<file path="config.mk">
export PLATFORM = sky130hd
export DESIGN_NAME = rpas_page_select
export DESIGN_NICKNAME = d
export VERILOG_FILES = /design/src/logic/rpas_page_select.v
export VERILOG_INCLUDE_DIRS = /design/src /design/src/common
export SDC_FILE = /design/constraint.sdc
export NUM_CORES = 1
export LEC_CHECK = 0
export ABC_AREA = 1
export BUFFER_PORTS_ARGS = -buffer_cell sky130_fd_sc_hd__buf_2
export CAP_MARGIN = 20
export CORE_UTILIZATION = 50
export CTS_BUF_LIST = sky130_fd_sc_hd__clkbuf_8 sky130_fd_sc_hd__clkbuf_16
export CTS_CLUSTER_SIZE = 8
export DETAILED_ROUTE_END_ITERATION = 10
export GPL_ROUTABILITY_DRIVEN = 0
export GPL_TIMING_DRIVEN = 0
export MAX_ROUTING_LAYER = met4
export PLACE_DENSITY_LB_ADDON = 0.1
export SLEW_MARGIN = 10
export SYNTH_ARGS = -nofsm -noshare
export SYNTH_HDL_FRONTEND = slang
export SYNTH_SLANG_ARGS = --single-unit
</file>
<file path="constraint.sdc">
create_clock -name i_clk -period 2.42 [get_ports i_clk]
set_input_delay 0.605 -clock i_clk [delete_from_list [all_inputs] [get_ports i_clk]]
set_output_delay 0.605 -clock i_clk [all_outputs]
set_load 0.1 [all_outputs]
</file>
<file path="src/common/rpas_consts.vh">
`ifndef RPAS_CONSTS_VH
`define RPAS_CONSTS_VH
// page-selection register
`define RPAS_PAGE_SELECT_OFS      3'h0
`define RPAS_PAGE_SELECT_RST      8'h80
`define RPAS_PAGE_MODE_BIT        7
`define RPAS_PAGE_NUM_MSB         2
`define RPAS_PAGE_NUM_LSB         0
`define RPAS_PAGE_RSVD_MASK       8'h87
`define RPAS_PAGE_MODE_RST        1'h1
`define RPAS_PAGE_RSVD_RST        4'h0
`define RPAS_PAGE_NUM_RST         3'h0
`define RPAS_PAGE_RSVD_MSB        6
`define RPAS_PAGE_RSVD_LSB        3
// register address layout
`define RPAS_ADDR_W               6
`define RPAS_LOW_W                3
`define RPAS_LATCH_RST            6'h00
`define RPAS_RD_IDLE              8'h00
// first address of each page, every one a mirror of the page register
`define RPAS_PAGE_MIRROR0         6'h00
`define RPAS_PAGE_MIRROR1         6'h08
`define RPAS_PAGE_MIRROR2         6'h10
`define RPAS_PAGE_MIRROR3         6'h18
`define RPAS_PAGE_MIRROR4         6'h20
`define RPAS_PAGE_MIRROR5         6'h28
`define RPAS_PAGE_MIRROR6         6'h30
`define RPAS_PAGE_MIRROR7         6'h38
`endif

</file>
<file path="src/logic/rpas_page_select.v">
// Function
// - page mode set puts page number onto register address bits five to three.
// - page mode set takes low address bits from pins or latch, per interface style.
// - page mode clear uses the full latched address, page number ignored.
// - page register decoded at first address of every page, one shared storage.
// - reset loads page register with 80h: page mode on, page zero.
`timescale 1ns/1ps
`include "rpas_consts.vh"

module rpas_page_select (
   input  wire       i_clk,
   input  wire       i_rst,
   input  wire       i_mux_bus,
   input  wire       i_ale,
   input  wire [5:0] i_addr_pins,
   input  wire [7:0] i_data_bus,
   input  wire       i_wr,
   input  wire       i_rd,
   output wire [5:0] o_reg_addr,
   output wire       o_page_hit,
   output reg  [7:0] o_rd_data,
   output wire       o_page_mode_enable,
   output wire [2:0] o_page_number
);

   // widths of the register map
   localparam ADDR_W = `RPAS_ADDR_W;
   localparam LOW_W  = `RPAS_LOW_W;
   localparam PAGE_W = `RPAS_ADDR_W - `RPAS_LOW_W;
   localparam RSVD_W = `RPAS_PAGE_RSVD_MSB - `RPAS_PAGE_RSVD_LSB + 1;
   localparam DATA_W = 8;

   // page register, kept as its three fields
   reg               page_mode_q;
   reg               page_mode_d;
   reg  [RSVD_W-1:0] page_rsvd_q;
   reg  [RSVD_W-1:0] page_rsvd_d;
   reg  [PAGE_W-1:0] page_num_q;
   reg  [PAGE_W-1:0] page_num_d;

   // internal address latch, loaded from the multiplexed bus
   reg  [ADDR_W-1:0] latch_q;
   reg  [ADDR_W-1:0] latch_d;

   // next read data; o_rd_data is its flip-flop
   reg  [DATA_W-1:0] rd_data_d;

   // address pins five to three play no part here: in page mode the page number
   // stands in their place, and with page mode off the latch gives the whole address
   wire [LOW_W-1:0]  low_bits;
   wire [ADDR_W-1:0] addr_w;
   wire              hit_w;
   wire              wr_hit;
   wire              rd_hit;
   wire [DATA_W-1:0] page_byte_w;

   // one shared register answers at the first address of every page;
   // with page mode off a mirror is any latched address that is a multiple of eight
   function mirror_hit;
      input [5:0] addr;
      begin
         if (addr == `RPAS_PAGE_MIRROR0) begin
            mirror_hit = 1'h1;
         end else if (addr == `RPAS_PAGE_MIRROR1) begin
            mirror_hit = 1'h1;
         end else if (addr == `RPAS_PAGE_MIRROR2) begin
            mirror_hit = 1'h1;
         end else if (addr == `RPAS_PAGE_MIRROR3) begin
            mirror_hit = 1'h1;
         end else if (addr == `RPAS_PAGE_MIRROR4) begin
            mirror_hit = 1'h1;
         end else if (addr == `RPAS_PAGE_MIRROR5) begin
            mirror_hit = 1'h1;
         end else if (addr == `RPAS_PAGE_MIRROR6) begin
            mirror_hit = 1'h1;
         end else if (addr == `RPAS_PAGE_MIRROR7) begin
            mirror_hit = 1'h1;
         end else begin
            mirror_hit = 1'h0;
         end
      end
   endfunction

   // low register address bits for the active interface style
   function [2:0] low_select;
      input       mux_style;
      input [2:0] latched;
      input [2:0] pins;
      begin
         if (mux_style) begin
            low_select = latched;
         end else begin
            low_select = pins;
         end
      end
   endfunction

   // with page mode off the pins play no part; the latch must have been loaded first
   function [5:0] form_addr;
      input       page_mode;
      input [2:0] page_num;
      input [2:0] low;
      input [5:0] latched;
      begin
         if (page_mode) begin
            form_addr = {page_num, low};
         end else begin
            form_addr = latched;
         end
      end
   endfunction

   // byte image of the page register as the host reads it
   function [7:0] page_image;
      input       mode;
      input [3:0] rsvd;
      input [2:0] num;
      begin
         page_image = {mode, rsvd, num};
      end
   endfunction

   // low bits follow the interface style, upper bits come from the page number in page mode
   assign low_bits    = low_select(i_mux_bus, latch_q[LOW_W-1:0], i_addr_pins[LOW_W-1:0]);
   assign addr_w      = form_addr(page_mode_q, page_num_q, low_bits, latch_q);
   assign hit_w       = mirror_hit(addr_w);
   assign wr_hit      = i_wr & hit_w;
   assign rd_hit      = i_rd & hit_w;
   assign page_byte_w = page_image(page_mode_q, page_rsvd_q, page_num_q);

   // the latch holds its address until the next address phase
   always @* begin
      latch_d = latch_q;
      if (i_ale) begin
         latch_d = i_data_bus[ADDR_W-1:0];
      end
   end

   // all eight mirrors write the same fields, so a page switch from any page lands here;
   // reserved bits are kept as written, so software that keeps them zero reads zero back
   always @* begin
      page_mode_d = page_mode_q;
      page_rsvd_d = page_rsvd_q;
      page_num_d  = page_num_q;
      if (wr_hit) begin
         page_mode_d = i_data_bus[`RPAS_PAGE_MODE_BIT];
         page_rsvd_d = i_data_bus[`RPAS_PAGE_RSVD_MSB:`RPAS_PAGE_RSVD_LSB];
         page_num_d  = i_data_bus[`RPAS_PAGE_NUM_MSB:`RPAS_PAGE_NUM_LSB];
      end
   end

   // read data drops back to idle when the strobe goes, so a stale byte is never seen twice
   always @* begin
      rd_data_d = `RPAS_RD_IDLE;
      if (rd_hit) begin
         rd_data_d = page_byte_w;
      end
   end

   // address latch
   always @(posedge i_clk or posedge i_rst) begin
      if (i_rst) begin
         latch_q <= `RPAS_LATCH_RST;
      end else begin
         latch_q <= latch_d;
      end
   end

   // reset lands in page mode on page zero, so the first access reaches page zero at once
   always @(posedge i_clk or posedge i_rst) begin
      if (i_rst) begin
         page_mode_q <= `RPAS_PAGE_MODE_RST;
      end else begin
         page_mode_q <= page_mode_d;
      end
   end

   // reserved field
   always @(posedge i_clk or posedge i_rst) begin
      if (i_rst) begin
         page_rsvd_q <= `RPAS_PAGE_RSVD_RST;
      end else begin
         page_rsvd_q <= page_rsvd_d;
      end
   end

   // page number
   always @(posedge i_clk or posedge i_rst) begin
      if (i_rst) begin
         page_num_q <= `RPAS_PAGE_NUM_RST;
      end else begin
         page_num_q <= page_num_d;
      end
   end

   // read data stands for the one cycle after the read strobe
   always @(posedge i_clk or posedge i_rst) begin
      if (i_rst) begin
         o_rd_data <= `RPAS_RD_IDLE;
      end else begin
         o_rd_data <= rd_data_d;
      end
   end

   // outputs
   assign o_reg_addr         = addr_w;
   assign o_page_hit         = hit_w;
   assign o_page_mode_enable = page_mode_q;
   assign o_page_number      = page_num_q;

endmodule // rpas_page_select

</file>
### After elaboration in Yosys (flattened, before gate mapping)

Cells that the tools add are included.
W data, S select, Z words.

| storage, ports and cells | value |
|---|---|
| flip-flop bits (word level) | 22 |

| cells by class | value |
|---|---|
| reduce and logical (&&, ||, !) cells | 1 |
| equality and inequality tests | 7 |
| multiplexer cells | 11 |
| bitwise logic cells | 2 |

Operator list:

| kind | number |
|---|---|
| $eq A6 B6 Y1 const B | 4 |
| $eq A6 B5 Y1 const B | 2 |
| $mux W1 | 8 |
| $mux W8 | 1 |
| $eq A6 B4 Y1 const B | 1 |
| $logic_not A6 Y1 | 1 |
| $mux W6 | 1 |
| $mux W3 | 1 |
| $and A1 B1 Y1 | 2 |

### Depth between registers and ports, before layout

| depth | value |
|---|---|
| word-level depth | 13 |
| gate-level depth with buffers | 7 |
| depth with buffers taken out | 7 |

### Worst setup path before layout

No wires, ideal clock.

| timing | value |
|---|---|
| path type | flip-flop to output port |
| from | register page_mode_q (netlist: o_page_mode_enable) |
| to | output o_page_hit |
| data arrival time | 3.720 ns |
| buffers on the path | 0 |
| data required time | 1.815 ns |
| cell stages (with the launch flop) | 5 |
| path slack | -1.905 ns |
| path through | dfstp_2 -> nand2_2 -> nand2_1 -> nand2_2 -> nor3_1 |

| on the way | value |
|---|---|
| longest elaborated chain between the ends | 10 |

RTL lines:

| what | line | text |
|---|---|---|
| from (decl) | rpas_page_select.v:34 | `reg page_mode_q;` |
| from (signal assigned) | rpas_page_select.v:172 | `` page_mode_q <= `RPAS_PAGE_MODE_RST; `` |
| from (signal assigned) | rpas_page_select.v:174 | `page_mode_q <= page_mode_d;` |
| $mux W6 (*) | rpas_page_select.v:105 | `if (page_mode) begin` |
| named net o_reg_addr[2] | rpas_page_select.v:19 | `output wire [5:0] o_reg_addr,` |
| $eq A6 B6 Y1 (no line) | -- |  |
| $mux W1 | rpas_page_select.v:76 | `` end else if (addr == `RPAS_PAGE_MIRROR7) begin `` |
| $mux W1 | rpas_page_select.v:74 | `` end else if (addr == `RPAS_PAGE_MIRROR6) begin `` |
| $mux W1 | rpas_page_select.v:72 | `` end else if (addr == `RPAS_PAGE_MIRROR5) begin `` |
| $mux W1 | rpas_page_select.v:70 | `` end else if (addr == `RPAS_PAGE_MIRROR4) begin `` |
| $mux W1 | rpas_page_select.v:68 | `` end else if (addr == `RPAS_PAGE_MIRROR3) begin `` |
| $mux W1 | rpas_page_select.v:66 | `` end else if (addr == `RPAS_PAGE_MIRROR2) begin `` |
| $mux W1 | rpas_page_select.v:64 | `` end else if (addr == `RPAS_PAGE_MIRROR1) begin `` |
| $mux W1 (*) | rpas_page_select.v:62 | `` if (addr == `RPAS_PAGE_MIRROR0) begin `` |
| to (decl) | rpas_page_select.v:20 | `output wire o_page_hit,` |

The timed path passes the listed nets; every way through them passes the cells marked *.

### Final worst setup path

| timing | value |
|---|---|
| from | register page_mode_q (netlist: o_page_mode_enable) |
| to | output o_page_hit |

| on the way | value |
|---|---|
| longest elaborated chain between the ends | 10 |

RTL lines:

| what | line |
|---|---|
| $mux W6 (*) | rpas_page_select.v:105 |
| $eq A6 B6 Y1 (no line) | -- |
| $mux W1 | rpas_page_select.v:76 |
| $mux W1 | rpas_page_select.v:74 |
| $mux W1 | rpas_page_select.v:72 |
| $mux W1 | rpas_page_select.v:70 |
| $mux W1 | rpas_page_select.v:68 |
| $mux W1 | rpas_page_select.v:66 |
| $mux W1 | rpas_page_select.v:64 |
| $mux W1 (*) | rpas_page_select.v:62 |

Mark *: on every way between the ends. The rest lies on a longest branch, timed or not.

==> results.toml <==
[layout]
final_cell_count_no_fill = 176
diodes = 0
layout.nets = 172
synthToLayoutAreaGrowth_pct = 33.42
drive_gt1_share_pct = 39.07
fill_cells = 138
fin_util_pct = 74.36

[die]
rows = 15
coreArea_um2 = 1821
die_x_um = 47.05
die_area_um2 = 2214
io-pin-count = 39
start_util_pct = 55.74
die_y_um = 47.05

[timing]
fin_ws_ps = 35.15
hold_slack_ps = 478.0
fmax_mhz = 419.3
post-route-period-util_pct = 98.55
rsz0062_at_grt = "yes"
relSlewSlack_pct = 46.23
timing.final.setup_violations = 0
slew_viol_final = 0
timing_hold_violations_final = 0
worstMarginPinSlew_ps = 805.6
fin_crit_ps = 2385
final.setup_skew_ps = 4.162

[critical_path]
crit_path_max_fanout = 10
crit_type = "reg2out"
cp_cell_sequence = "nand2_2 -> o21ai_4 -> buf_8 -> inv_6 -> nor3_4 -> buf_12"
slowest_delay_ps = 650
crit_required_ps = 1810
critPathArrivalTime_ps = 1780
crit_slowest_cell = "dfstp_4"
crit_path_end_kind = "output pin"
start_kind = "register"
cpLargestDelayFamily = "flip-flops"
cp_num_buf_inv = 3

[global_route]
busiest_layer = "met2"
grt_usage_pct = 23.70
grt_pass1_wl_um = 3470
grt_overflow_total = 0
grt_pass1_vias = 812
grt_max_degree = 23
antenna_found_initial = 0
grtUsageMet1_pct = 27.43
grtUsageMet3_pct = 3.462
grt_util_met2_pct = 40.56

[detailed_routing]
via_count = 882
viasPerCell = 5.011
wirelength_um = 2181
firstDrtPassIters = 4
wl_per_cell_um = 12.39
postRouteAntennaNets = 0
dr.first_iter.drc_count = 33
drcViolationCount = 0

[logic_synthesis]
synth_edf_count = 0
synth.top_cell.area_share_pct = 51.79
synth_cells = 113
ys.flop_type = "dfrtp_1"
syn_nets = 133
ys_ff_latch = 22
synth_area_um2 = 1015
yosys.cell_count.top_type = "nand2_1"
ys_top_cells_by_count = "nand2_1 (32), dfrtp_1 (21), inv_1 (16)"
yosysTopAreaCell = "dfrtp_1"
syn_avg_cell_area_um2 = 8.980
synth.area.top_cells = "dfrtp_1 (52%), nand2_1 (12%), inv_1 (5.9%), nand4_1 (4.9%), nor2_2 (4.9%)"
ys_types = 20
ys_warn_count = 0
postSynth.asyncResetShare_pct = 100.0
synth.yosys.seq_area_share_pct = 54.38

[cts]
cts_max_path_buffers = 2
insertion_delay_ps = 270
cts-root-buf = "clkbuf_8"
clk_pin_slew_ps = 80
cts_tree = "yes"
h-tree-depth = 1
cts.sinks = 22
cts_buffers = 3

[placement]
io_buffers = 34
dp_hpwl_um = 1557
place_inst = 172
dp_slack_ps = -18.10

[worst_hold_path]
hold_path_class = "in2async"

[pwr]
vdd_drop_max_mv = 1.224
p_leak_nw = 0.7424
power_per_cell_area_nw_per_um2 = 1483

[flow_run]
drv_cap = 0

[run_status]
status = "finished, final reports clean"
## where the power goes
part           switching, W  internal, W
sequential        0.0000591     0.000466
clock              0.000126     0.000221
combinational      0.000933     0.000203
total               0.00112     0.000890
## cell usage in the layout, fill, tap and decap left out
cell type	count
nand2_2	1
buf_12	1
o21ai_4	1
clkbuf_8	3
inv_6	1
nand2_1	32
bufinv_16	1
inv_1	16
buf_2	33
nor2_8	1
nand3_4	1
nor2_2	8
nand2_8	1
buf_8	1
nand4_1	8
nor3_4	1
inv_2	1
dfstp_4	1
nand4_2	1
o21ai_1	3
dfrtp_1	21
nand3b_1	1
nand3_1	3
o21ai_0	6
clkbuf_4	1
clkbuf_1	2
nand2_4	1
## repair_timing
action | in CTS | in global routing
buffers inserted | 0 | 0
hold buffers | 0 | 0
endpoints found under the setup margin | 1 | 2
resized for setup | 2 | 5
gates cloned | 0 | 0
## stage by stage
step           TNS, ps  power, W  instance area, um2
6_report             0  0.002008                1354
3_5_place_dp    -18.10  0.001637                1254
4_1_cts              0  0.001988                1331
2_1_floorplan    -1287  0.001474                1052
5_1_grt         -26.34  0.002090                1354
3_3_place_gp         0  0.001621                1254
## registers in the layout, summed over array words and instances (netlist names)
name,cells
o_page_number,3
o_rd_data,8
page_rsvd_q,4
o_page_mode_enable,1
latch_q,6
## worst register-to-register path, stage by stage, from the launching register on
cell and delay (ps):
dfstp_4 650, buf_2 230, nand3_1 110, nand2_1 90
nand4_2 230, nand2_1 130, nand2_1 60
## cells by family after synthesis
kind of cell    share of synthesized area [%]
compound gates                          5.302
buf+inv                                 8.632
flops                                   54.38
simple gates                            31.69
## per-layer routing
metal	part of all wire [%]	vias up
met5	0	-
met4	2.0	0
met3	4.1	5
met2	55	33
met1	39	413
li1	-	431
## area by class of cell
class / instances / area [um2] / share of cell area [%]
inverter: 18 / 72.57 / 5.360
tap: 25 / 31.28 / 2.311
multi-input combinational: 69 / 407.9 / 30.13
sequential: 22 / 555.5 / 41.04
clock inverter: 1 / 30.03 / 2.218
buffer: 4 / 27.53 / 2.033
clock buffer: 3 / 41.29 / 3.050
timing repair buffer: 34 / 187.7 / 13.86
## worst paths after layout
check	start	end	slack, ps	cells after the start
setup / recovery	o_page_mode_enable$_DFFE_PP1P_	o_page_hit	40	6
hold / removal	i_rst	page_rsvd_q[3]$_DFFE_PP0P_	480	2
setup reg to reg	o_page_mode_enable$_DFFE_PP1P_	o_page_number[2]$_DFFE_PP0P_	820	6
hold reg to reg	page_rsvd_q[3]$_DFFE_PP0P_	page_rsvd_q[3]$_DFFE_PP0P_	480	2
max in group asynchronous	i_rst	latch_q[2]$_DFFE_PP0P_	1440	2
min in group i_clk	page_rsvd_q[3]$_DFFE_PP0P_	page_rsvd_q[3]$_DFFE_PP0P_	480	2
No activity file was read; power rests on OpenSTA's default activity.
